### config.mk
export PLATFORM = sky130hd
export DESIGN_NAME = iow_watchdog
export DESIGN_NICKNAME = d
export VERILOG_FILES = /design/src/inc/iow_pkg.sv /design/src/logic/iow_watchdog.sv /design/src/logic/iow_osc.sv
export SDC_FILE = /design/constraint.sdc
export NUM_CORES = 1
export LEC_CHECK = 0
export BUFFER_PORTS_ARGS = -buffer_cell sky130_fd_sc_hd__buf_2
export CORE_ASPECT_RATIO = 0.9
export CORE_MARGIN = 2
export CORE_UTILIZATION = 30
export CTS_CLUSTER_DIAMETER = 100
export DETAILED_ROUTE_END_ITERATION = 16
export GPL_ROUTABILITY_DRIVEN = 0
export PLACE_DENSITY_LB_ADDON = 0.05
export SYNTH_ARGS = -nofsm -noshare
export SYNTH_HDL_FRONTEND = slang
export SYNTH_SLANG_ARGS = --single-unit
### constraint.sdc
create_clock -name clock -period 5.3 [get_ports clock]
set_clock_uncertainty 0.1 [all_clocks]
set_input_delay 0.53 -clock clock [delete_from_list [all_inputs] [get_ports clock]]
set_output_delay 0.53 -clock clock [all_outputs]
set_load 0.05 [all_outputs]
### src/inc/iow_pkg.sv
// Shared constants and types of the independent oscillator watchdog
package iow_pkg;

   ////////////////////////////////////////////////////////////////////////////
   // Timing
   ////////////////////////////////////////////////////////////////////////////
   localparam int CLK_PERIOD_NS   = 100;   // System clock period
   localparam int OSC_PERIOD_NS   = 1000;  // Nominal private oscillator period
   // System clocks per oscillator period, rounded up
   localparam int OSC_DIV         = (OSC_PERIOD_NS + CLK_PERIOD_NS - 1) / CLK_PERIOD_NS;
   localparam int PRE_WIDTH       = 11;    // Prescaler width
   localparam int CNT_WIDTH       = 8;     // Watchdog count width
   localparam int PULSE_PRESCALES = 16;    // Reset pulse in prescaler periods
   // Reset pulse in oscillator periods
   localparam int PULSE_TICKS     = PULSE_PRESCALES * (2 ** PRE_WIDTH);
   // Pin reset qualify time: two machine cycles of system clock
   localparam logic [4:0] EXT_RST_CYCLES = 5'h18;

   ////////////////////////////////////////////////////////////////////////////
   // Register map (byte address is four times the index)
   ////////////////////////////////////////////////////////////////////////////
   localparam logic [9:0] CTRL_IDX  = 10'h0a5;  // Watchdog control
   localparam logic [9:0] COUNT_IDX = 10'h0ff;  // Watchdog count

   ////////////////////////////////////////////////////////////////////////////
   // Register values
   ////////////////////////////////////////////////////////////////////////////
   localparam logic [7:0]  CTRL_HALT    = 8'ha5;   // Halted, also reset value
   localparam logic [7:0]  CTRL_UNLOCK  = 8'h5a;   // Count write unlocked
   localparam logic [7:0]  CTRL_CLEARED = 8'h00;   // After accepted count write
   localparam logic [7:0]  COUNT_RESET  = 8'h00;   // Count reset value
   localparam logic [10:0] PRE_RESET    = 11'h000; // Prescaler reset value
   localparam logic [10:0] PRE_LAST     = 11'h7ff; // Prescaler wrap point
   localparam logic [7:0]  COUNT_LAST   = 8'hff;   // Count overflow point

   ////////////////////////////////////////////////////////////////////////////
   // Types
   ////////////////////////////////////////////////////////////////////////////
   // Wishbone request from the master
   typedef struct packed {
      logic        cyc;
      logic        stb;
      logic        we;
      logic [3:0]  sel;
      logic [11:0] adr;
      logic [31:0] dat;
   } iow_wb_req_t;

   // Wishbone answer to the master
   typedef struct packed {
      logic        ack;
      logic [31:0] dat;
   } iow_wb_rsp_t;

   // Watchdog state, one-hot
   typedef enum logic [2:0] {
      ST_HALT  = 3'b001,
      ST_RUN   = 3'b010,
      ST_PULSE = 3'b100
   } iow_state_t;

endpackage

### src/logic/iow_watchdog.sv
// Independent oscillator watchdog with Wishbone register access
//
// Behaviour
// - 11-bit prescaler feeds software-visible 8-bit count
// - Prescaler runs on private nominal 1 MHz oscillator
// - Count advances once per 2048 oscillator periods
// - Overflow resets chip, pin pulse 16x2048 periods
// - Pin driven high while watchdog reset lasts
// - Internal reset happens even with pin held low
// - Reset forces ports 1-3 high, port 0 float
// - One control register at index A5 governs it
// - Control A5 stops oscillator outside reset pulse, clears prescaler, count
// - Every reset loads control with A5
// - Other control values enable independent counting
// - Count reads return live value, counting continues
// - Count write accepted only when control holds 5A
// - Accepted count write clears prescaler and control
// - Overflow time is (256 - count) x 2048 periods
// - Watchdog reset ends power-down like pin reset
`timescale 1ns/1ps
module iow_watchdog
   import iow_pkg::*;
#(
   parameter int PULSE_TICKS_P = PULSE_TICKS  // Reset pulse, oscillator periods
) (
   input  wire logic  clock,
   input  wire logic  rst_n,
   input  iow_wb_req_t wb_req,
   output iow_wb_rsp_t wb_rsp,
   input  wire logic  rst_pin_in,
   output logic       rst_pin_out,
   output logic       rst_pin_oe,
   output logic       chip_reset,
   output logic [2:0] port_high,
   output logic       port0_float
);

   ////////////////////////////////////////////////////////////////////////////
   // Declarations
   ////////////////////////////////////////////////////////////////////////////
   iow_wb_rsp_t  wb_rsp_reg;      // Registered bus answer
   logic [31:0]  rd_data;         // Read mux output
   logic [9:0]   reg_idx;         // Word index of the access
   logic         req_hit;         // Request present
   logic         wr_fire;         // Write completes this edge
   logic         ctrl_wr;         // Control write completes
   logic         cnt_wr;          // Count write completes
   logic         cnt_load;        // Count write accepted
   logic [7:0]   ctrl_reg;        // Watchdog control
   logic [10:0]  pre_reg;         // Prescaler
   logic [7:0]   cnt_reg;         // Watchdog count
   logic [15:0]  pulse_reg;       // Remaining reset pulse periods
   logic [4:0]   ext_reg;         // Pin high run length
   logic         ext_hit;         // Pin reset qualified
   logic         halted;          // Control holds halt value
   logic         osc_run;         // Oscillator enable
   logic         osc_tick;        // One oscillator period elapsed
   logic         pre_wrap;        // Prescaler wraps this tick
   logic         overflow;        // Count overflows this tick
   logic         pulse_done;      // Reset pulse finished
   logic         reset_next;      // Chip reset in next cycle
   iow_state_t   state_reg;       // Current state
   iow_state_t   state_next;      // Next state
   logic         chip_reset_reg;  // Chip reset output flop
   logic         rst_pin_oe_reg;  // Pin drive enable flop
   logic         rst_pin_out_reg; // Pin drive level flop
   logic [2:0]   port_high_reg;   // Ports 1 to 3 forced high
   logic         port0_float_reg; // Port 0 released

   ////////////////////////////////////////////////////////////////////////////
   // Private oscillator
   ////////////////////////////////////////////////////////////////////////////
   // Runs while enabled, and through the reset pulse it times
   assign osc_run = !halted || (state_reg == ST_PULSE);

   // Single clock here: the oscillator is a tick, so crossings are exact
   iow_osc #(
      .DIV (OSC_DIV)
   ) u_osc (
      .clock    (clock),
      .rst_n    (rst_n),
      .run      (osc_run),
      .osc_tick (osc_tick)
   );

   ////////////////////////////////////////////////////////////////////////////
   // Wishbone slave
   ////////////////////////////////////////////////////////////////////////////
   assign reg_idx = wb_req.adr[11:2];
   assign req_hit = wb_req.cyc && wb_req.stb;
   // Write acts at the edge where the master sees ack
   assign wr_fire = req_hit && wb_req.we && wb_rsp_reg.ack && wb_req.sel[0];
   // Writes are ignored while the chip sits in watchdog reset
   assign ctrl_wr = wr_fire && (reg_idx == CTRL_IDX) && (state_reg != ST_PULSE);
   assign cnt_wr  = wr_fire && (reg_idx == COUNT_IDX) && (state_reg != ST_PULSE);
   // Count write only through the unlock value
   assign cnt_load = cnt_wr && (ctrl_reg == CTRL_UNLOCK);

   // Read mux
   always_comb begin
      if (reg_idx == CTRL_IDX) begin
         // Control reads back as written
         rd_data = {24'h00_0000, ctrl_reg};
      end else if (reg_idx == COUNT_IDX) begin
         // Live count, counting is not disturbed
         rd_data = {24'h00_0000, cnt_reg};
      end else begin
         // Unmapped reads as zero
         rd_data = 32'h0000_0000;
      end
   end

   // One wait state, ack for one cycle, then dropped
   always_ff @(posedge clock) begin
      if (!rst_n) begin
         wb_rsp_reg <= '0;
      end else begin
         wb_rsp_reg.ack <= req_hit && !wb_rsp_reg.ack;
         wb_rsp_reg.dat <= rd_data;
      end
   end

   ////////////////////////////////////////////////////////////////////////////
   // Pin reset detector
   ////////////////////////////////////////////////////////////////////////////
   // Pin sampled only while not driven by us, so the pulse cannot extend itself
   always_ff @(posedge clock) begin
      if (!rst_n) begin
         ext_reg <= 5'h00;
      end else if (rst_pin_in && !rst_pin_oe_reg) begin
         // Count high cycles, saturating
         if (ext_reg != EXT_RST_CYCLES) begin
            ext_reg <= ext_reg + 5'h01;
         end
      end else begin
         ext_reg <= 5'h00;
      end
   end

   // Two machine cycles high qualify a pin reset
   assign ext_hit = (ext_reg == EXT_RST_CYCLES) && rst_pin_in && !rst_pin_oe_reg;

   ////////////////////////////////////////////////////////////////////////////
   // Control register
   ////////////////////////////////////////////////////////////////////////////
   assign halted = (ctrl_reg == CTRL_HALT);

   always_ff @(posedge clock) begin
      if (!rst_n) begin
         // Starts disabled
         ctrl_reg <= CTRL_HALT;
      end else if (overflow || ext_hit) begin
         // Any reset reloads the halt value
         ctrl_reg <= CTRL_HALT;
      end else if (cnt_load) begin
         // Relock after accepted reload, stays enabled
         ctrl_reg <= CTRL_CLEARED;
      end else if (ctrl_wr) begin
         ctrl_reg <= wb_req.dat[7:0];
      end
   end

   ////////////////////////////////////////////////////////////////////////////
   // Prescaler
   ////////////////////////////////////////////////////////////////////////////
   always_ff @(posedge clock) begin
      if (!rst_n) begin
         pre_reg <= PRE_RESET;
      end else if (halted || ext_hit) begin
         // Held clear while halted
         pre_reg <= PRE_RESET;
      end else if (cnt_load) begin
         // Reload restarts the interval
         pre_reg <= PRE_RESET;
      end else if (osc_tick) begin
         // Wraps after 2048 periods
         pre_reg <= pre_reg + 11'h001;
      end
   end

   assign pre_wrap = osc_tick && (pre_reg == PRE_LAST);

   ////////////////////////////////////////////////////////////////////////////
   // Watchdog count
   ////////////////////////////////////////////////////////////////////////////
   always_ff @(posedge clock) begin
      if (!rst_n) begin
         cnt_reg <= COUNT_RESET;
      end else if (halted || ext_hit) begin
         // Held clear while halted
         cnt_reg <= COUNT_RESET;
      end else if (cnt_load) begin
         // Load wins over a coinciding tick
         cnt_reg <= wb_req.dat[7:0];
      end else if (pre_wrap) begin
         // One step per prescaler wrap, FF wraps to 00 on overflow
         cnt_reg <= cnt_reg + 8'h01;
      end
   end

   // Overflow only from a running, unreloaded count
   assign overflow = pre_wrap && (cnt_reg == COUNT_LAST) && !cnt_load && !halted
                     && !ext_hit && (state_reg == ST_RUN);

   ////////////////////////////////////////////////////////////////////////////
   // Reset pulse timer
   ////////////////////////////////////////////////////////////////////////////
   always_ff @(posedge clock) begin
      if (!rst_n) begin
         pulse_reg <= 16'(PULSE_TICKS_P - 1);
      end else if (state_reg != ST_PULSE) begin
         // Armed with full length
         pulse_reg <= 16'(PULSE_TICKS_P - 1);
      end else if (osc_tick) begin
         // Timed by the private oscillator
         pulse_reg <= pulse_reg - 16'h0001;
      end
   end

   assign pulse_done = (state_reg == ST_PULSE) && osc_tick && (pulse_reg == 16'h0000);

   ////////////////////////////////////////////////////////////////////////////
   // State machine
   ////////////////////////////////////////////////////////////////////////////
   always_comb begin
      state_next = state_reg;
      case (state_reg)
         ST_HALT: begin
            // Any non-halt value enables
            if (!halted) begin
               state_next = ST_RUN;
            end
         end
         ST_RUN: begin
            if (overflow) begin
               state_next = ST_PULSE;
            end else if (halted) begin
               state_next = ST_HALT;
            end
         end
         ST_PULSE: begin
            // Control is back at halt when the pulse ends
            if (pulse_done) begin
               state_next = ST_HALT;
            end
         end
         default: begin
            state_next = ST_HALT;
         end
      endcase
   end

   always_ff @(posedge clock) begin
      if (!rst_n) begin
         state_reg <= ST_HALT;
      end else begin
         state_reg <= state_next;
      end
   end

   ////////////////////////////////////////////////////////////////////////////
   // Reset outputs
   ////////////////////////////////////////////////////////////////////////////
   // Watchdog reset ignores the pin level; pin reset joins it
   assign reset_next = (state_next == ST_PULSE) || ext_hit;

   always_ff @(posedge clock) begin
      if (!rst_n) begin
         chip_reset_reg  <= 1'b0;
         rst_pin_oe_reg  <= 1'b0;
         rst_pin_out_reg <= 1'b0;
         port_high_reg   <= 3'h0;
         port0_float_reg <= 1'b0;
      end else begin
         // Whole chip reset, also ends power-down
         chip_reset_reg  <= reset_next;
         // Pin pulled high for the watchdog pulse only
         rst_pin_oe_reg  <= (state_next == ST_PULSE);
         rst_pin_out_reg <= 1'b1;
         // Port states during reset
         port_high_reg   <= {3{reset_next}};
         port0_float_reg <= reset_next;
      end
   end

   assign wb_rsp      = wb_rsp_reg;
   assign chip_reset  = chip_reset_reg;
   assign rst_pin_oe  = rst_pin_oe_reg;
   assign rst_pin_out = rst_pin_out_reg;
   assign port_high   = port_high_reg;
   assign port0_float = port0_float_reg;
endmodule

### src/logic/iow_osc.sv
// Private oscillator model: a stoppable tick divided from the system clock
`timescale 1ns/1ps
module iow_osc
   import iow_pkg::*;
#(
   parameter int DIV = OSC_DIV  // Clocks per oscillator period
) (
   input  wire logic clock,
   input  wire logic rst_n,
   input  wire logic run,
   output logic      osc_tick
);

   logic [7:0] phase_reg;  // Position inside one oscillator period

   ////////////////////////////////////////////////////////////////////////////
   // Divider, held at phase zero while stopped
   ////////////////////////////////////////////////////////////////////////////
   always_ff @(posedge clock) begin
      if (!rst_n || !run) begin
         // Stopped oscillator gives no ticks
         phase_reg <= 8'h00;
         osc_tick  <= 1'b0;
      end else if (phase_reg == 8'(DIV - 1)) begin
         // End of period
         phase_reg <= 8'h00;
         osc_tick  <= 1'b1;
      end else begin
         phase_reg <= phase_reg + 8'h01;
         osc_tick  <= 1'b0;
      end
   end
endmodule

### Word level (Yosys, flattened, before mapping)

Cells that the tools add are included.

| operators by class | value |
|---|---|
| add/subtract/negate cells | 5 |
| equality and inequality tests | 14 |
| muxes and demuxes | 13 |
| bitwise logic cells | 1 |
| reduce and logical (&&, ||, !) cells | 44 |

Operator list:

| cell | number |
|---|---|
| two-way mux 8 bit | 6 |
| logical AND 1 bit | 21 |
| == test 10 x 8 -> 1 bit (second input constant) | 2 |
| adder 8 x 1 -> 8 bit (second input constant) | 2 |
| == test 8 bit (second input constant) | 2 |
| logical NOT 16 bit | 1 |
| subtractor 16 x 1 -> 16 bit (second input constant) | 1 |
| two-way mux 3 bit | 4 |
| adder 11 x 1 -> 11 bit (second input constant) | 1 |
| == test 11 bit (second input constant) | 1 |
| OR reduction 2 bit | 5 |
| one-hot mux 3 bit (3 select lines) | 1 |
| == test 8 x 4 -> 1 bit (second input constant) | 1 |
| == test 8 x 7 -> 1 bit (second input constant) | 1 |
| logical NOT 1 bit | 7 |
| == test 3 bit (second input constant) | 2 |
| OR reduction 3 bit | 2 |
| adder 5 x 1 -> 5 bit (second input constant) | 1 |
| == test 5 bit (second input constant) | 1 |
| logical OR 1 bit | 5 |
| != test 5 bit (second input constant) | 1 |
| nonzero test 2 bit | 2 |
| == test 3 x 1 -> 1 bit (second input constant) | 1 |
| == test 3 x 2 -> 1 bit (second input constant) | 1 |
| other kinds (4) | 5 |

| storage, ports and cells | value |
|---|---|
| register bits | 97 |
| word-level logic and storage cells | 93 |

### Logic depth before layout (Yosys ltp)

| logic depth | value |
|---|---|
| depth in word-level cells | 16 |
| mapped depth | 9 |
| gate-level depth less buffers | 7 |

### Modules after synthesis

A second synthesis with hierarchy kept.

| unflattened totals | value |
|---|---|
| cell total of the unflattened synthesis | 382 |
| area, all modules | 3459.6 µm² |

Modules (own cells, without submodules):

| module | instances | cells each | area each (µm²) | sequential area each (µm²) |
|---|---|---|---|---|
| iow_watchdog | 1 | 340 | 3079.2 | 1261.2 |
| iow_osc | 1 | 42 | 380.4 | 180.2 |

### Least setup slack after synthesis

Ideal clock, no wire load.

| timing path | value |
|---|---|
| path kind | input port to flip-flop |
| start point | in wb_req[35] (netlist name) |
| end point | reg ctrl_reg[0] |
| library setup time | 128 ps |
| arrival | 2028 ps |
| slack | 3044 ps |
| stages | 6 |
| buffers on the path | 1 |
| cell sequence | or4_1 > nor3_2 > nor3b_1 > buf_4 > mux2i_1 > nand2_1 |

| on the way | value |
|---|---|
| cells in the longest elaborated chain, start to end | 11 |
| elaborated cells on any way between the ends | 16 |
| classes of those cells | 2 x eq/ne; 1 x mux; 13 x reduce/logical |

Ends and longest elaborated chain:

| item | line | text |
|---|---|---|
| start, declared | iow_watchdog.sv:28 | `input iow_wb_req_t wb_req,` |
| == test 10 x 8 -> 1 bit | iow_watchdog.sv:95 | `assign cnt_wr = wr_fire && (reg_idx == COUNT_IDX) && (state_reg != ST_PULSE);` |
| logical AND 1 bit (2 in a row) | iow_watchdog.sv:95 |  |
| logical AND 1 bit | iow_watchdog.sv:97 | `assign cnt_load = cnt_wr && (ctrl_reg == CTRL_UNLOCK);` |
| logical NOT 1 bit | iow_watchdog.sv:202 | `assign overflow = pre_wrap && (cnt_reg == COUNT_LAST) && !cnt_load && !halted` |
| logical AND 1 bit (2 in a row) | iow_watchdog.sv:202 |  |
| logical AND 1 bit (2 in a row) | iow_watchdog.sv:203 | `&& !ext_hit && (state_reg == ST_RUN);` |
| logical OR 1 bit | iow_watchdog.sv:152 | `end else if (overflow \|\| ext_hit) begin` |
| OR reduction 2 bit (no line) | n/a |  |
| end signal, assigned | iow_watchdog.sv:159 | `ctrl_reg <= wb_req.dat[7:0];` |
| end, declared | iow_watchdog.sv:49 | `logic [7:0] ctrl_reg;` |

Several ways; a longest one is shown, not always the timed one.
A chain may end at the register's enable or synchronous reset.

### Final worst setup path

| timing path | value |
|---|---|
| start point | in wb_req[43] (netlist name) |
| end point | reg pre_reg[10] |

| on the way | value |
|---|---|
| cells in the longest elaborated chain, start to end | 5 |

Ends and longest elaborated chain:

| item | line | text |
|---|---|---|
| == test 10 x 8 -> 1 bit | iow_watchdog.sv:95 |  |
| logical AND 1 bit (2 in a row) | iow_watchdog.sv:95 |  |
| logical AND 1 bit | iow_watchdog.sv:97 |  |
| OR reduction 3 bit (no line) | n/a |  |
| end signal, assigned | iow_watchdog.sv:177 | `pre_reg <= pre_reg + 11'h001;` |
| end, declared | iow_watchdog.sv:50 | `logic [10:0] pre_reg;` |

No other way between the ends.

==> impl_metrics.py <==
metrics = {
    "final_layout": {
        "drive_gt1_frac": 0.1598,
        "nFillCells": 1144,
        "layout_common_cells": "72 x dfxtp_1, 55 x nor2_1, 40 x buf_2",
        "multi_input_area_mm2": 0.001693,
        "final_common_cell": "dfxtp_1",
        "final_nets": 469,
        "flow.area_growth_from_synthesis_pct": 14.95,
        "seqCellArea_mm2": 0.001441,
        "instances_no_fill": 565,
        "largest_register_ffs": 16,
        "antenna_cells": 0,
        "final_util": 0.3544,
        "fin_area_mm2": 0.003847,
    },
    "synth": {
        "synth_fa_ha_area_frac": 0.02617,
        "synth.distinct_cells": 46,
        "synth_xor_area_frac": 0.1021,
        "synth_seq_cells": 72,
        "synth_top_family_by_area": "simple AND/OR/NAND/NOR gates",
        "synth_cells": 370,
        "synth_area_per_cell_um2": 9.046,
        "synth_compound_area_frac": 0.06318,
        "synth_edf_count": 0,
        "netlist_area_mm2": 0.003347,
        "ys_async_sr_fraction": 0,
        "synth_ff_type": "dfxtp_1",
        "yosysSeqAreaShare": 0.4307,
        "yosys_warnings": 0,
        "synthSimpleGateAreaFrac": 0.2576,
        "muxShareOfSynthArea": 0.02991,
    },
    "cts": {
        "clk_pin_slew_ns": 0.05,
        "cts.repair.resized": 0,
        "numCtsBuffers": 9,
        "htree_levels": 3,
        "cts_tree": "built",
        "cts_setup_buffers": 0,
        "ctsHoldBuffers": 0,
        "clock_latency_ns": 0.33,
        "cts_root_buf": "clkbuf_16",
        "cts.sinks": 72,
        "clock_path_buffers": 2,
    },
    "setup_path": {
        "max_stage_delay_ns": 0.79,
        "critical_path.max_fanout": 20,
        "crit_path_end_kind": "flip-flop",
        "worstRegToRegCells": 5,
        "critical_path.startpoint_type": "primary input",
        "cp_slowest_cell": "or4b_1",
        "path_cells": "buf_2, or2_4, nor3_4, or4b_1, or2b_1, nor2_1",
        "crit-reg2reg-launch": "u_osc.osc_tick$_SDFF_PP0_",
        "reg2reg_slack_ns": 2.83,
        "critical_path_class": "primary input to flip-flop",
        "critical_path_arrival_ns": 2.62,
        "critPathRequiredTime_ns": 5.41,
        "r2r_end": "ctrl_reg[1]$_SDFFE_PP0P_",
    },
    "power_and_ir_drop": {
        "peakVddDrop_uv": 167.4,
        "totalPowerFinal_mw": 1.175,
        "p_leak_nw": 1.454,
        "power_density_mw_per_mm2": 305.4,
    },
    "die": {
        "die_h_um": 104.2,
        "fp.dieArea_mm2": 0.01202,
        "core_area_mm2": 0.01086,
        "rows": 36,
        "pin_count": 94,
        "die_w_um": 115.3,
        "start_util": 0.3083,
    },
    "sta": {
        "finalSetupViolations": 0,
        "fmax_mhz": 398.0,
        "fin_crit_sh": 0.4740,
        "finalMaxSlewViolations": 0,
        "hold_viol_final": 0,
        "max_slew_margin": 0.5000,
        "rsz0062_at_grt": "no",
        "hold_slack_ns": 0.3222,
        "post-route-min-period_ns": 2.512,
        "setup_ws_ns": 2.788,
        "worstMarginPinSlew_ns": 0.7432,
        "fin_tns_setup_ns": 0,
    },
    "routing": {
        "ant_nets": 0,
        "met1_length_mm": 3.491,
        "met2_length_mm": 2.651,
        "first_pass_iters": 4,
        "routedWlPerCell_um": 11.62,
        "totalWireLength_mm": 6.567,
        "viasPerCell": 4.343,
        "routed.top_layer": "met4",
        "dr_wl_met3_um": 314,
        "drt-initial-drc-count": 107,
        "remaining_drc_errors": 0,
        "vias": 2454,
    },
    "outcome": {
        "status": "finished, final reports clean",
    },
    "global_routing": {
        "antenna_found_initial": 0,
        "grt_usage": 0.1193,
        "grt_pass1_wl_mm": 11.22,
        "overflow": 0,
        "grt_max_degree": 21,
        "grt_pass1_vias": 2336,
    },
    "placed_design": {
        "post-dp-hpwl_mm": 4.868,
        "post_dp_cell_area_mm2": 0.003562,
        "dp_cells": 549,
        "dpl_worst_slack_ns": 2.420,
        "port_buffers": 40,
    },
    "worst_hold_path": {
        "hold_class": "primary input to flip-flop",
        "hp-start": "rst_n",
        "hold_path_end": "rst_pin_out$_DFF_P_",
        "min_path_cells": 1,
    },
    "run": {
        "max-cap-violations": 0,
    },
}
## final cells by class
class,count,share of cell area
Clock buffer,13,0.07024
Clock inverter,3,0.003902
Inverter,6,0.005854
Multi-Input combinational cell,277,0.4400
Sequential cell,72,0.3746
Tap cell,152,0.04943
Timing Repair Buffer,42,0.05593
## report_power, final
group          switching [mW]  total [mW]  internal [mW]
Sequential            0.00107       0.544          0.543
Clock                   0.218       0.571          0.353
Combinational          0.0506      0.0605        0.00995
Total                   0.270        1.18          0.905
## routing by layer
layer  GRT usage  vias to the layer above
li1            -                     1296
met1      0.1660                     1084
met3     0.03846                       11
met5           0                        -
met4     0.04905                        0
met2      0.1683                       63
## critical path: cells and delay by family
family	cells	cell delay [ns]
simple gates	5	1.98
buf+inv	1	0.09
## kinds of logic after synthesis
group / Yosys count
AOI/OAI and AO/OA: 32
xor gates and xnor gates: 39
adders and majority gates: 7
buffers and inverters: 44
DFF: 72
muxes: 10
other: 1
and+or+nand+nor: 165
## worst max path at each step
stage               startpoint                  endpoint  slack (ns)  depth (start not counted)
detailed placement  wb_req[43]  pre_reg[10]$_SDFFE_PP0P_        2.42                          6
global placement    wb_req[43]  pre_reg[10]$_SDFFE_PP0P_        2.40                          6
floorplan           wb_req[35]  ctrl_reg[0]$_SDFFE_PP1P_        3.04                          6
global route        wb_req[43]   pre_reg[6]$_SDFFE_PP0P_        2.61                          6
CTS                 wb_req[43]   pre_reg[1]$_SDFFE_PP0P_        2.77                          6
finish              wb_req[43]  pre_reg[10]$_SDFFE_PP0P_        2.79                          6
## cells in the mapped netlist (2+ instances only)
library cell | n | area (um^2)
and4_1 | 2 | 17.52
or4b_1 | 2 | 20.02
nand4b_1 | 2 | 17.52
clkbuf_1 | 4 | 15.01
and2_1 | 2 | 12.51
nand4_1 | 8 | 50.05
nand2_1 | 28 | 105.1
nand3_1 | 16 | 80.08
or2_2 | 4 | 25.02
a22oi_1 | 8 | 60.06
inv_1 | 6 | 22.52
or3_1 | 3 | 18.77
ha_1 | 7 | 87.58
nand2b_1 | 3 | 18.77
nor3b_1 | 4 | 30.03
mux2i_1 | 10 | 100.1
and3_1 | 9 | 56.30
buf_4 | 30 | 225.2
nor2_1 | 55 | 206.5
nor4_1 | 4 | 25.02
a211oi_1 | 8 | 60.06
o21ai_0 | 9 | 45.04
xor2_1 | 15 | 131.4
nor3_1 | 10 | 50.05
nor4bb_1 | 2 | 20.02
xnor2_1 | 24 | 210.2
buf_2 | 2 | 10.01
a21oi_1 | 4 | 20.02
dfxtp_1 | 72 | 1441
Note: power is estimated with default switching activity, not from simulation.
